File: src/core/rst_seq_map.svh
// Purpose: constants for the reset and brown-out sequencer
// Assumes: 250 MHz system clock
// Notes: times in their own units, delay and filter counts derived, pin release count given in cycles
`ifndef RST_SEQ_MAP_SVH
`define RST_SEQ_MAP_SVH
`define CLK_PERIOD_PS 4000
`define POWER_UP_DELAY_TIMER_TIME_MS 64
`define POWER_UP_DELAY_TIMER_CYCLES ((`POWER_UP_DELAY_TIMER_TIME_MS * 64'd1000000000) / `CLK_PERIOD_PS)
`define FILTER_TIME_NS 1000
`define FILTER_CYCLES ((`FILTER_TIME_NS * 1000) / `CLK_PERIOD_PS)
`define PIN_RELEASE_CYCLES 10
`define BOR_MODE_ON 2'h3
`define BOR_MODE_NOSLEEP 2'h2
`define BOR_MODE_SW 2'h1
`define BOR_MODE_OFF 2'h0
`endif

File: src/core/rst_seq_pkg.sv
// Purpose: types for the reset and brown-out sequencer
// Assumes: nothing
// Notes: reset request sources grouped in one struct
package rst_seq_pkg;
  typedef struct packed {
    logic external_reset_pin;
    logic watchdog_timeout_reset;
    logic reset_instr;
    logic stack_overflow;
    logic stack_underflow;
    logic prog_mode_exit;
    logic low_power_brownout_reset;
  } rst_src_t;
  typedef enum logic [1:0] {
    ST_HOLD,
    ST_DELAY,
    ST_PIN_WAIT,
    ST_RUN
  } seq_state_t;
endpackage

File: src/core/reset_and_brownout_sequencer.sv
// Purpose: merge reset sources into a synchronous core reset
// Assumes: monitor inputs synchronous to clk
// Notes: power-up delay, brown-out filter and ready waits
`timescale 1ns/1ps
`default_nettype none
`include "rst_seq_map.svh"
module reset_and_brownout_sequencer
  import rst_seq_pkg::*;
#(
  parameter longint POWER_UP_DELAY_TIMER_CYCLES = `POWER_UP_DELAY_TIMER_CYCLES,
  parameter int FILTER_CYCLES = `FILTER_CYCLES,
  parameter int PIN_CYCLES = `PIN_RELEASE_CYCLES
) (
  input wire logic clk,
  input wire logic rst_n,
  input wire logic por_low,
  input wire logic supply_below_bor,
  input wire logic brownout_circuit_ready,
  input wire logic [1:0] brownout_mode_sel,
  input wire logic sw_brownout_enable,
  input wire logic power_up_delay_enable_n,
  input wire logic brownout_level_sel,
  input wire logic sleep_active,
  input wire logic wake_req,
  input wire rst_src_t rst_src,
  output logic core_reset_n,
  output logic brownout_active,
  output logic brownout_ready_status,
  output logic brownout_level,
  output logic wake_grant,
  output logic brownout_reset_flag
);

  initial begin
    if (POWER_UP_DELAY_TIMER_CYCLES < 1 || FILTER_CYCLES < 1 || PIN_CYCLES < 1) begin
      $error("counts must be at least one");
    end
  end

  ////////////////////////////////////////////////////////////////////////
  // Brown-out enable and filter
  logic bor_en;
  logic [31:0] filt_r, filt_nxt;
  logic bor_trip_r, bor_trip_nxt;
  logic wait_ready;

  always_comb begin
    case (brownout_mode_sel)
      `BOR_MODE_ON: bor_en = 1'b1;
      `BOR_MODE_NOSLEEP: bor_en = !sleep_active;
      `BOR_MODE_SW: bor_en = sw_brownout_enable;
      default: bor_en = 1'b0;
    endcase
    wait_ready = bor_en;
    filt_nxt = 32'h0;
    bor_trip_nxt = 1'b0;
    if (bor_en && supply_below_bor) begin
      if (filt_r >= 32'(FILTER_CYCLES)) begin
        filt_nxt = filt_r;
        bor_trip_nxt = 1'b1;
      end else begin
        filt_nxt = filt_r + 32'h1;
      end
    end
  end

  always_ff @(posedge clk or negedge rst_n) begin
    if (!rst_n) begin
      filt_r <= 32'h0;
      bor_trip_r <= 1'b0;
    end else begin
      filt_r <= filt_nxt;
      bor_trip_r <= bor_trip_nxt;
    end
  end

  ////////////////////////////////////////////////////////////////////////
  // Power-up delay timer
  logic [39:0] power_up_delay_timer_r, power_up_delay_timer_nxt;
  logic power_up_delay_timer_busy_r, power_up_delay_timer_busy_nxt;
  logic supply_hold;

  always_comb begin
    supply_hold = por_low || bor_trip_r;
    power_up_delay_timer_nxt = power_up_delay_timer_r;
    power_up_delay_timer_busy_nxt = power_up_delay_timer_busy_r;
    if (supply_hold) begin
      power_up_delay_timer_nxt = 40'h0;
      power_up_delay_timer_busy_nxt = !power_up_delay_enable_n;
    end else if (power_up_delay_timer_busy_r) begin
      if (power_up_delay_timer_r >= 40'(POWER_UP_DELAY_TIMER_CYCLES - 1)) begin
        power_up_delay_timer_busy_nxt = 1'b0;
      end else begin
        power_up_delay_timer_nxt = power_up_delay_timer_r + 40'h1;
      end
    end
  end

  always_ff @(posedge clk or negedge rst_n) begin
    if (!rst_n) begin
      power_up_delay_timer_r <= 40'h0;
      power_up_delay_timer_busy_r <= 1'b1;
    end else begin
      power_up_delay_timer_r <= power_up_delay_timer_nxt;
      power_up_delay_timer_busy_r <= power_up_delay_timer_busy_nxt;
    end
  end

  ////////////////////////////////////////////////////////////////////////
  // Release sequence
  seq_state_t state_r, state_nxt;
  logic [7:0] pin_cnt_r, pin_cnt_nxt;
  logic other_src;
  logic core_reset_n_nxt;
  logic bor_ready_ok;

  always_comb begin
    other_src = rst_src.watchdog_timeout_reset || rst_src.reset_instr
      || rst_src.stack_overflow || rst_src.stack_underflow
      || rst_src.prog_mode_exit || rst_src.low_power_brownout_reset;
    bor_ready_ok = !wait_ready || (brownout_circuit_ready && !supply_below_bor);
    state_nxt = state_r;
    pin_cnt_nxt = pin_cnt_r;
    if (supply_hold || other_src) begin
      state_nxt = ST_HOLD;
    end else begin
      case (state_r)
        ST_HOLD: state_nxt = ST_DELAY;
        ST_DELAY: begin
          if (!power_up_delay_timer_busy_r && bor_ready_ok) begin
            state_nxt = ST_PIN_WAIT;
            pin_cnt_nxt = 8'h0;
          end
        end
        ST_PIN_WAIT: begin
          if (rst_src.external_reset_pin) begin
            pin_cnt_nxt = 8'h0;
          end else if (pin_cnt_r >= 8'(PIN_CYCLES - 1)) begin
            state_nxt = ST_RUN;
          end else begin
            pin_cnt_nxt = pin_cnt_r + 8'h1;
          end
        end
        default: begin
          if (rst_src.external_reset_pin) begin
            state_nxt = ST_PIN_WAIT;
            pin_cnt_nxt = 8'h0;
          end
        end
      endcase
    end
    core_reset_n_nxt = (state_nxt == ST_RUN);
  end

  always_ff @(posedge clk or negedge rst_n) begin
    if (!rst_n) begin
      state_r <= ST_HOLD;
      pin_cnt_r <= 8'h0;
      core_reset_n <= 1'b0;
    end else begin
      state_r <= state_nxt;
      pin_cnt_r <= pin_cnt_nxt;
      core_reset_n <= core_reset_n_nxt;
    end
  end

  ////////////////////////////////////////////////////////////////////////
  // Status and wake
  logic wake_ok;

  always_comb begin
    // Mode 11 wakes at once; others wait for ready when enabled awake
    if (brownout_mode_sel == `BOR_MODE_ON) begin
      wake_ok = 1'b1;
    end else if (brownout_mode_sel == `BOR_MODE_NOSLEEP) begin
      wake_ok = brownout_circuit_ready;
    end else begin
      wake_ok = !bor_en || brownout_circuit_ready;
    end
  end

  always_ff @(posedge clk or negedge rst_n) begin
    if (!rst_n) begin
      brownout_active <= 1'b0;
      brownout_ready_status <= 1'b0;
      brownout_level <= 1'b0;
      wake_grant <= 1'b0;
      brownout_reset_flag <= 1'b0;
    end else begin
      brownout_active <= bor_en;
      brownout_ready_status <= bor_en && brownout_circuit_ready;
      brownout_level <= brownout_level_sel;
      wake_grant <= sleep_active && wake_req && wake_ok;
      brownout_reset_flag <= bor_trip_r;
    end
  end

  ////////////////////////////////////////////////////////////////////////
  // Checks
  property p_por_holds;
    @(posedge clk) disable iff (!rst_n) por_low |=> !core_reset_n;
  endproperty
  a_por_holds: assert property (p_por_holds) else $error("reset not held on por");

  property p_power_up_delay_timer_holds;
    @(posedge clk) disable iff (!rst_n) power_up_delay_timer_busy_r |=> !core_reset_n;
  endproperty
  a_power_up_delay_timer_holds: assert property (p_power_up_delay_timer_holds) else $error("reset released in delay");

  property p_bypass;
    @(posedge clk) disable iff (!rst_n)
      (supply_hold && power_up_delay_enable_n) |=> !power_up_delay_timer_busy_r;
  endproperty
  a_bypass: assert property (p_bypass) else $error("delay not bypassed");

  property p_power_up_delay_timer_stays;
    @(posedge clk) disable iff (!rst_n) supply_hold |=> power_up_delay_timer_r == 40'h0;
  endproperty
  a_power_up_delay_timer_stays: assert property (p_power_up_delay_timer_stays) else $error("delay ran during hold");

  property p_src;
    @(posedge clk) disable iff (!rst_n) other_src |=> !core_reset_n;
  endproperty
  a_src: assert property (p_src) else $error("source did not reset");

  property p_off_mode;
    @(posedge clk) disable iff (!rst_n)
      brownout_mode_sel == `BOR_MODE_OFF |=> !brownout_active;
  endproperty
  a_off_mode: assert property (p_off_mode) else $error("off mode active");

  property p_sleep10;
    @(posedge clk) disable iff (!rst_n)
      (brownout_mode_sel == `BOR_MODE_NOSLEEP && sleep_active) |=> !brownout_active;
  endproperty
  a_sleep10: assert property (p_sleep10) else $error("mode 10 active in sleep");

  property p_level;
    @(posedge clk) disable iff (!rst_n) 1'b1 |=> brownout_level == $past(brownout_level_sel);
  endproperty
  a_level: assert property (p_level) else $error("level select lost");

  property p_pin;
    @(posedge clk) disable iff (!rst_n)
      (state_r == ST_PIN_WAIT && rst_src.external_reset_pin) |=> !core_reset_n [*2];
  endproperty
  a_pin: assert property (p_pin) else $error("pin release too fast");

  property p_ready;
    @(posedge clk) disable iff (!rst_n)
      brownout_ready_status |-> $past(brownout_circuit_ready);
  endproperty
  a_ready: assert property (p_ready) else $error("ready without circuit");

endmodule
`default_nettype wire

File: config.mk
export PLATFORM = sky130hd
export DESIGN_NAME = reset_and_brownout_sequencer
export DESIGN_NICKNAME = d
export VERILOG_FILES = /design/src/core/rst_seq_pkg.sv /design/src/core/reset_and_brownout_sequencer.sv
export VERILOG_INCLUDE_DIRS = /design/src /design/src/core
export SDC_FILE = /design/constraint.sdc
export NUM_CORES = 1
export LEC_CHECK = 0
export BUFFER_PORTS_ARGS = -buffer_cell sky130_fd_sc_hd__buf_2
export CAP_MARGIN = 10
export CELL_PAD_IN_SITES_DETAIL_PLACEMENT = 2
export CELL_PAD_IN_SITES_GLOBAL_PLACEMENT = 2
export CORE_MARGIN = 2
export CORE_UTILIZATION = 27
export CTS_CLUSTER_SIZE = 12
export DETAILED_ROUTE_END_ITERATION = 6
export PLACE_DENSITY = 0.63
export SETUP_SLACK_MARGIN = 0.15
export SLEW_MARGIN = 20
export SYNTH_ARGS = -nofsm -noshare
export SYNTH_HDL_FRONTEND = slang
export SYNTH_SLANG_ARGS = --single-unit
export TNS_END_PERCENT = 50
File: constraint.sdc
create_clock -name clk -period 1.91 [get_ports clk]
set_clock_uncertainty 0.2 [all_clocks]
set_input_delay 0.0955 -clock clk [delete_from_list [all_inputs] [get_ports clk]]
set_output_delay 0.0955 -clock clk [all_outputs]
set_load 0.1 [all_outputs]
==> results of run 1 <==
power by group:
part           total (mW)  leakage [nW]  switching (mW)  internal [mW]
clock                1.79         0.140           0.842          0.947
sequential           1.93          1.23         0.00782           1.92
combinational       0.281          1.24           0.176          0.105
total                4.00          2.61            1.03           2.97
logic make-up after synthesis:
group / count (synthesis) / share of synthesized area [%]
adder cells (fa/ha/maj): 6 / 1.84
flip-flops: 90 / 55.3
XOR/XNOR: 5 / 1.07
AND/OR/NAND/NOR: 181 / 26.8
AO/OA/AOI/OAI: 76 / 12.3
multiplexers: 2 / 0.522
buffers and inverters: 20 / 2.12
through the flow:
stage               power, mW  worst slack (ps)  cell area (sq um)  util [%]
floorplan                2.08             -80.2               4170         -
global placement         2.20              -186               5010      34.2
detailed placement       2.21              -350               5010      34.2
CTS                      4.05              -215               5730      39.1
global route             4.17              -367               5920      40.4
finish                   4.00              -261               5920      40.4
placed cells by master (no fill, tap or decap), types with 8 or more instances in the layout:
cell type	count
or3_1	9
nor2_1	17
o21ai_0	9
buf_2	23
dlygate4sd3_1	12
a21oi_2	8
buf_4	68
and2_1	43
nand3_1	11
clkbuf_16	9
a21oi_1	14
buf_6	12
dfrtp_1	88
nand2_1	17
nand4_1	10
worst register-to-register path: cells and delay by family (launching register included):
| kind | cells | cell delay, ps |
|---|---|---|
| AO/OA/AOI/OAI | 3 | 760 |
| adder cells (fa/ha/maj) | 1 | 120 |
| buffers and inverters | 1 | 100 |
| flip-flops | 1 | 420 |
| AND/OR/NAND/NOR | 2 | 480 |
worst max-delay path by stage:
stage                               startpoint                        end  slack, ps  cells past startpoint
CTS                               pin_cnt_r[0]               pin_cnt_r[3]       -210                      7
finish                            pin_cnt_r[0]               pin_cnt_r[3]       -260                      7
global route                      pin_cnt_r[0]               pin_cnt_r[4]       -370                      7
global placement    power_up_delay_timer_r[16]  power_up_delay_timer_r[9]       -190                      6
detailed placement                  filt_r[11]                  filt_r[6]       -350                      6
floorplan                         pin_cnt_r[0]               pin_cnt_r[2]        -80                      7
sequential cells by signal (all words and copies together) (netlist names), 2 cells and up:
| signal | cells |
|---|---|
| power_up_delay_timer_r | 40 |
| state_r | 2 |
| pin_cnt_r | 8 |
| filt_r | 32 |
synthesized netlist by cell type, drive strengths merged (2+ instances only):
library cell,instances
and2,44
nor4,14
or2,5
and4,3
nand3,14
o311ai,2
clkbuf,7
nand4b,2
nand2,21
nor4b,2
or4,11
nor3,8
a41oi,3
a21o,2
xnor2,4
nand2b,4
a21oi,22
or3,11
a211oi,4
nand4,10
ha,6
o31ai,10
dfrtp,89
and3,6
buf,4
inv,9
nor2,22
o21ai,16
o41ai,3
o21a,5
routing by layer:
metal	vias up	GRT usage [%]
li1	1619	-
met1	1786	20.5
met2	34	28.3
met3	15	2.19
met4	0	6.53
met5	-	0
what timing repair did:
action	in CTS	in global routing
setup buffers	5	4
resized for setup	51	33
gates cloned	1	0
endpoints found under the setup margin	43	48
hold endpoints to repair	78	2
pin swaps	31	13
final cells by class:
| class | count | share of cell area [%] |
|---|---|---|
| flip-flops and latches | 90 | 38.1 |
| clock buffers | 10 | 4.04 |
| multi-input cells | 271 | 37.2 |
| clock inverters | 6 | 0.931 |
| inverters | 9 | 0.571 |
| well taps | 184 | 3.89 |
| repair buffers | 116 | 15.2 |
==> reports/summary.md, run 1 <==
### Min path
- rst_src[1] — startpoint of the worst hold path
- primary input to flop — path type of the worst min-delay path
- 4 — Worst Hold Path Cells
- state_r[0] — end point of the worst hold path

### Timing
- 2 — Final Hold Fails
- -40.5 ps — worst hold-check slack
- 114% — part of the cycle the worst path needs
- -261 ps — PnR worst setup slack
- 62.5% — Slew Limit Headroom
- 0.461 GHz — maximum operating frequency
- true — RSZ-0062 raised after global routing
- 2170 ps — time the worst path needs with I/O delays and setup
- 0 — number of slew-limit violations in the final report
- -5530 ps — aggregate negative setup slack
- 563 ps — slew at the pin closest to its max-slew limit
- 37 — final setup fails

### Drt
- 12,000 um — Final Routed Wirelength
- 0 — number of antenna-violating nets in the routed design
- 104 — DRT iter0 DRCs
- 0 — post-route DRC violation count
- 5350 um — M1 wire length
- met4 — highest metal used
- 227 um — total length of routed met3 wires
- 6180 um — routed length on met2
- 3,454 — total number of vias
- 5.03 — via/cell ratio
- 17.5 um — post-detailed-route wirelength per cell
- 4 — number of detailed-route iterations in the first pass

### Worst setup path
- 7 — cell depth of the worst flop-to-flop path
- pin_cnt_r[0] — launching point of the worst reg2reg path
- 1 — Buffers & Inverters on Critical Path
- flop — type of element capturing the critical path
- flop — element type at the critical path start
- pin_cnt_r[3] — worst reg2reg path endpoint
- 2230 ps — critical path data arrival time
- -260 ps — setup slack of the most critical reg-to-reg path
- 1970 ps — data required time at the worst endpoint
- 420 ps — Max stage delay on crit path
- inv_2 -> ha_4 -> or3b_4 -> a211oi_4 -> o221a_4 -> nand2_1 -> o31ai_2 — cells along the critical path
- flop to flop — category of the critical setup timing path
- dfrtp_1 — CP max-delay cell
- 7 — critical path peak fanout
- compound AO/OA/AOI/OAI gates — cell family with the largest share of critical-path delay

### Yosys
- dfrtp_1 — cell type contributing the most total cell area after synthesis
- 90 — flip-flop and latch count after synthesis
- dfrtp_1 — prevailing post-synth register cell
- 0 — number of enable-type register cells in the synthesized netlist
- 4070 sq um — area of the mapped netlist
- 405 — Synth Net Count
- dfrtp_1 55%, and2_1 6.8%, a21oi_1 2.7% — leading post-synthesis cells by cell area
- 380 — gate count of the mapped netlist
- 57 — count of different cell masters after synthesis
- 10.7 sq um — syn avg cell area
- 55.3% — share of synthesized area occupied by flip-flops and latches
- 54.7% — share of the synthesized area in the top cell type
- 100% — post-synthesis async set-or-reset flop share
- 0 — Syn. warnings

### Finish
- 522 — net total in the final layout
- 2250 sq um — register area
- 40.8% — share of post-route cells with drive strength above 1
- 0 — total inserted antenna cells
- 686 — final cell count without fillers
- 2200 sq um — area of the multi-input gates
- 1,535 — FILL cells
- 45.2% — growth of design area from synthesis to finish

### Clock tree
- 350 ps — latest clock arrival within the worst-skew pair
- 12 — number of hold buffers added after CTS
- clkbuf_16 — Root Buffer
- yes — clock tree from TritonCTS
- 70 ps — clock-pin slew reported for the worst setup and hold paths after clock tree synthesis
- 2 — maximum clock insertion buffer count
- 3 — H-tree depth
- 9 — TritonCTS Buffers
- 90 — number of clock sinks

### Placement
- 648 — number of instances in the placed design
- 8100 um — half-perimeter wire length after placement
- 24 — Buffers on Ports
- 0.740 — final RePlAce weighted congestion

### Run
- 0 — max-cap violation count

### Pwr
- 2.61 nW — Leak Pwr
- 676 nW/um^2 — total power per unit cell area
- 0.000357 V — largest vdd supply drop

### Floorplan
- 27.8% — starting density of the core
- 127 um — die width
- 44 — number of rows created at floorplan
- 14,600 sq um — core area
- 25 — count of pins on the block boundary
- 16,100 sq um — die footprint
- 127 um — height of the die

### Global route
- 0 — initial antenna violation count
- 0 — grt ovf
- 20,700 um — wire length of the first global-routing pass
- 16.3% — overall global routing resource usage
- 43 — pin count of the biggest net entering global routing
- 3,988 — number of global-route vias before repair

### Run status
- finished, violations left — run status
- hold timing, setup timing — failing checks

No activity file was read; power rests on OpenSTA's default activity.
==> run 2, diff against run 1 <==
--- a/config.mk
+++ b/config.mk
@@ -16,6 +16,7 @@
 export DETAILED_ROUTE_END_ITERATION = 6
 export PLACE_DENSITY = 0.63
 export SETUP_SLACK_MARGIN = 0.15
+export SKIP_CTS_REPAIR_TIMING = 1
 export SLEW_MARGIN = 20
 export SYNTH_ARGS = -nofsm -noshare
 export SYNTH_HDL_FRONTEND = slang
==> reports/summary.md, run 2 (synthesized netlist as in run 1, its figures left out) <==
### Worst setup path
- 9 — cell depth of the worst flop-to-flop path
- -300 ps — setup slack of the most critical reg-to-reg path
- 2240 ps — critical path data arrival time
- flop — type of element capturing the critical path
- pin_cnt_r[0] — launching point of the worst reg2reg path
- flop to flop — category of the critical setup timing path
- pin_cnt_r[1] — worst reg2reg path endpoint
- pin_cnt_r[1] — capturing element of the worst setup path
- 1940 ps — data required time at the worst endpoint
- 5 — critical path peak fanout
- flop — element type at the critical path start
- pin_cnt_r[0] — Worst Setup SP

### Pwr
- 694 nW/um^2 — total power per unit cell area
- 48.5% — Reg power frac
- 1.02 mW — net switching power
- 6.5% — part of the power in combinational logic
- 2.57 nW — Leak Pwr
- 45.0% — relative contribution of the clock network to total power
- 25.6% — Switching Fraction
- 2.96 mW — cell-internal power
- 0.000367 V — largest vdd supply drop
- 3.97 mW — Power Total

### Placement
- 24 — Buffers on Ports
- 0.740 — final RePlAce weighted congestion
- 8100 um — half-perimeter wire length after placement
- 5010 sq um — standard cell area after detailed placement
- 648 — number of instances in the placed design

### Finish
- power_up_delay_timer_r: 40 flops, filt_r: 32 flops, pin_cnt_r: 8 flops — leading registers by flop count
- 89 x dfrtp_1, 71 x buf_4, 44 x and2_1, 24 x buf_2, 19 x a21oi_1 — commonest cells after routing, fill and taps aside
- power_up_delay_timer_r — Most flops, register
- 517 — net total in the final layout
- dfrtp_1 — leading cell type in the layout, fill and taps excluded
- 5720 sq um — final design area excluding fillers
- 681 — final cell count without fillers
- 37.0% — share of post-route cells with drive strength above 1
- 40 — flip-flop count of the largest register after layout
- 0 — total inserted antenna cells
- 40.5% — growth of design area from synthesis to finish

### Timing
- 0 — number of slew-limit violations in the final report
- 571 ps — slew at the pin closest to its max-slew limit
- 0.453 GHz — maximum operating frequency
- 62.0% — Slew Limit Headroom
- 116% — part of the cycle the worst path needs
- -125 ps — worst hold-check slack
- -300 ps — PnR worst setup slack
- 2210 ps — time the worst path needs with I/O delays and setup
- 36 — final setup fails
- 6 — Final Hold Fails
- true — RSZ-0062 raised after global routing

### Drt
- 3,399 — total number of vias
- 113 — DRT iter0 DRCs
- 4 — number of detailed-route iterations in the first pass
- 5890 um — routed length on met2
- met4 — highest metal used
- 4.99 — via/cell ratio
- 0 — post-route DRC violation count
- 5430 um — M1 wire length
- 17.3 um — post-detailed-route wirelength per cell
- 219 um — total length of routed met3 wires
- 11,800 um — Final Routed Wirelength
- 0 — number of antenna-violating nets in the routed design

### Global route
- 3,868 — number of global-route vias before repair
- 0 — grt ovf
- 19,700 um — wire length of the first global-routing pass
- 15.3% — overall global routing resource usage
- 43 — pin count of the biggest net entering global routing
- 0 — initial antenna violation count

### Clock tree
- clkbuf_16 — Root Buffer
- 2 — maximum clock insertion buffer count
- 70 ps — clock-pin slew reported for the worst setup and hold paths after clock tree synthesis
- 90 — number of clock sinks
- 9 — TritonCTS Buffers
- 350 ps — latest clock arrival within the worst-skew pair
- 3 — H-tree depth
- yes — clock tree from TritonCTS

### Run status
- hold timing, setup timing — failing checks
- finished, violations left — run status

### Floorplan
- 16,100 sq um — die footprint
- 127 um — height of the die
- 44 — number of rows created at floorplan
- 25 — count of pins on the block boundary
- 27.8% — starting density of the core
- 127 um — die width
- 14,600 sq um — core area

### Run
- 0 — max-cap violation count

### Min path
- primary input to flop — path type of the worst min-delay path

run 2: changes by cell type in the layout (fill, tap and decap cells not counted), moves of 3 or more:
cell / before / now
a21oi_1: 14 / 19
a21oi_2: 8 / 3
or4_1: 5 / 10
or4_4: 6 / 1
buf_6: 12 / 8
dlygate4sd3_1: 12 / 8
buf_4: 68 / 71
run 2: routing by layer:
metal	global-route usage (%)	vias to the layer above
met5	0	-
met4	6.40	0
met3	2.24	13
met2	26.1	31
met1	19.6	1749
li1	-	1606
run 2: how the worst min path moves through the flow:
stage,slack [ps],to,depth (start not counted),start
floorplan,-400,bor_trip_r,0,rst_n
finish,-130,state_r[0],3,rst_src[4]
global route,-120,state_r[0],3,rst_src[4]
global placement,-70,filt_r[31],1,rst_n
CTS,-440,filt_r[31],1,rst_n
detailed placement,-50,brownout_level,1,rst_n
run 2: layout make-up:
type	count	area (sq um)
Tap cell	184	230
Clock inverter	6	55.1
Clock buffer	10	239
Inverter	9	33.8
Fill cell	1550	8920
Timing Repair Buffer	112	843
Multi-Input combinational cell	270	2070
Sequential cell	90	2250
run 2: power by group through the flow:
stage	logic [mW]	clock network, mW	registers, mW
5_1_grt	0.290	1.92	1.93
6_report	0.260	1.79	1.93
4_1_cts	0.248	1.85	1.93
3_5_place_dp	0.248	0	1.96
2_1_floorplan	0.0758	0	2.00
3_3_place_gp	0.239	0	1.96
run 2: through the flow:
| stage | TNS, ps | worst slack (ps) | util, % |
|---|---|---|---|
| after floorplan | -564 | -80.2 | - |
| after global placement | -4890 | -186 | 34.2 |
| after detailed placement | -7630 | -350 | 34.2 |
| after CTS | -8410 | -352 | 36.2 |
| after global routing | -11800 | -445 | 39.1 |
| final | -6770 | -300 | 39.1 |
run 2: worst max-delay path, stage by stage (launching register included):
cell,delay [ps]
dfrtp_1,410
inv_2,70
ha_1,140
or3b_4,410
a211oi_4,290
buf_4,160
o221ai_4,120
buf_4,180
nand2_1,50
o21ai_1,60
==> run 3, diff against run 2 <==
--- a/config.mk
+++ b/config.mk
@@ -21,4 +21,3 @@
 export SYNTH_ARGS = -nofsm -noshare
 export SYNTH_HDL_FRONTEND = slang
 export SYNTH_SLANG_ARGS = --single-unit
-export TNS_END_PERCENT = 50
==> reports/summary.md, run 3 (synthesized netlist as in run 1, its figures left out) <==
### Run status
- finished, violations left — run status
- setup timing — failing checks

### Clock tree
- 2 — maximum clock insertion buffer count
- clkbuf_16 — Root Buffer
- 3 — H-tree depth
- yes — clock tree from TritonCTS
- 70 ps — clock-pin slew reported for the worst setup and hold paths after clock tree synthesis
- 90 — number of clock sinks
- 9 — TritonCTS Buffers
- 350 ps — latest clock arrival within the worst-skew pair

### Pwr
- 0.000434 V — largest vdd supply drop
- 672 nW/um^2 — total power per unit cell area
- 2.64 nW — Leak Pwr

### Worst setup path
- power_up_delay_timer_busy_r — launching point of the worst reg2reg path
- -240 ps — setup slack of the most critical reg-to-reg path
- flop — type of element capturing the critical path
- power_up_delay_timer_r[9] — worst reg2reg path endpoint
- flop — element type at the critical path start
- power_up_delay_timer_r[9] — capturing element of the worst setup path
- 2250 ps — critical path data arrival time
- 2000 ps — data required time at the worst endpoint
- 6 — cell depth of the worst flop-to-flop path
- 3 — critical path peak fanout
- flop to flop — category of the critical setup timing path
- power_up_delay_timer_busy_r — Worst Setup SP

### Placement
- 8070 um — half-perimeter wire length after placement
- 0.760 — final RePlAce weighted congestion
- -270 ps — pre-CTS worst setup slack
- 24 — Buffers on Ports
- 5030 sq um — standard cell area after detailed placement

### Floorplan
- 14,600 sq um — core area
- 25 — count of pins on the block boundary
- 27.8% — starting density of the core
- 127 um — height of the die
- 44 — number of rows created at floorplan
- 16,100 sq um — die footprint
- 127 um — die width

### Timing
- -5130 ps — aggregate negative setup slack
- 57.0% — Slew Limit Headroom
- 2150 ps — time the worst path needs with I/O delays and setup
- 6.21 ps — worst hold-check slack
- -244 ps — PnR worst setup slack
- 0.464 GHz — maximum operating frequency
- 113% — part of the cycle the worst path needs
- 0 — number of slew-limit violations in the final report
- 0 — Final Hold Fails
- true — RSZ-0062 raised after global routing
- 643 ps — slew at the pin closest to its max-slew limit
- 30 — final setup fails

### Global route
- 3,819 — number of global-route vias before repair
- 14.9% — overall global routing resource usage
- 19,100 um — wire length of the first global-routing pass
- 42 — pin count of the biggest net entering global routing
- 0 — grt ovf
- 0 — initial antenna violation count

### Finish
- 45.1% — growth of design area from synthesis to finish
- power_up_delay_timer_r: 40 flops, filt_r: 32 flops, pin_cnt_r: 8 flops — leading registers by flop count
- dfrtp_1 — leading cell type in the layout, fill and taps excluded
- 0 — total inserted antenna cells
- 89 x dfrtp_1, 76 x buf_4, 42 x and2_1, 23 x buf_2, 18 x nand2_1 — commonest cells after routing, fill and taps aside
- 40.4% — share of the core filled with cells
- 40 — flip-flop count of the largest register after layout
- 41.1% — share of post-route cells with drive strength above 1
- power_up_delay_timer_r — Most flops, register
- 5910 sq um — final design area excluding fillers
- 526 — net total in the final layout

### Drt
- 0 — number of antenna-violating nets in the routed design
- 111 — DRT iter0 DRCs
- 5.02 — via/cell ratio
- 3,461 — total number of vias
- 17.8 um — post-detailed-route wirelength per cell
- 0 — post-route DRC violation count
- 12,300 um — Final Routed Wirelength
- 4 — number of detailed-route iterations in the first pass

### Min path
- primary input to flop — path type of the worst min-delay path

### Run
- 0 — max-cap violation count

## run 3: cell count changes in the layout (fill, tap and decap cells not counted), sizes merged
cell,previous run,this run
dlygate4sd3,8,10
buf,104,110
clkinvlp,2,0
clkbuf,10,11
o21a,5,6
clkinv,0,1
## run 3: per-stage QoR
| step | power [mW] | cells |
|---|---|---|
| floorplan | 2.08 | 380 |
| global placement | 2.21 | 647 |
| detailed placement | 2.22 | 647 |
| CTS | 4.00 | 663 |
| global route | 4.13 | 690 |
| finish | 3.97 | 690 |
## run 3: final cells by class
| type | count | area, sq um |
|---|---|---|
| fillers | 1524 | 8730 |
| clock inverters | 5 | 42.5 |
| repair buffers | 120 | 927 |
| clock buffers | 11 | 243 |
| multi-input cells | 271 | 2180 |
| well taps | 184 | 230 |
| flip-flops and latches | 90 | 2250 |
| inverters | 9 | 33.8 |
## run 3: per-layer routing
layer	routed length, um	up-vias	global-route usage (%)
met5	0	-	0
met4	231	0	6.59
met2	6300	43	25.3
met1	5510	1775	18.8
met3	255	17	2.61
li1	-	1626	-
## run 3: where the power goes
| part | internal [mW] | total (mW) | switching (mW) | leakage [nW] |
|---|---|---|---|---|
| clock | 0.940 | 1.76 | 0.818 | 0.143 |
| combinational | 0.107 | 0.288 | 0.181 | 1.26 |
| sequential | 1.92 | 1.93 | 0.00955 | 1.24 |
## run 3: how the worst min path moves through the flow
stage | cells after the start | to | start
after floorplan | 0 | bor_trip_r | rst_n
after global placement | 1 | filt_r[18] | rst_n
after detailed placement | 1 | filt_r[18] | rst_n
after CTS | 1 | filt_r[25] | rst_n
after global routing | 3 | brownout_active | sleep_active
final | 3 | brownout_active | sleep_active
## run 3: critical path: stages, from the launching register on
cell,delay [ps]
dfstp_2,530
nor4b_4,220
and4_4,300
buf_4,160
nand4_1,150
or4_1,440
nand2_1,90
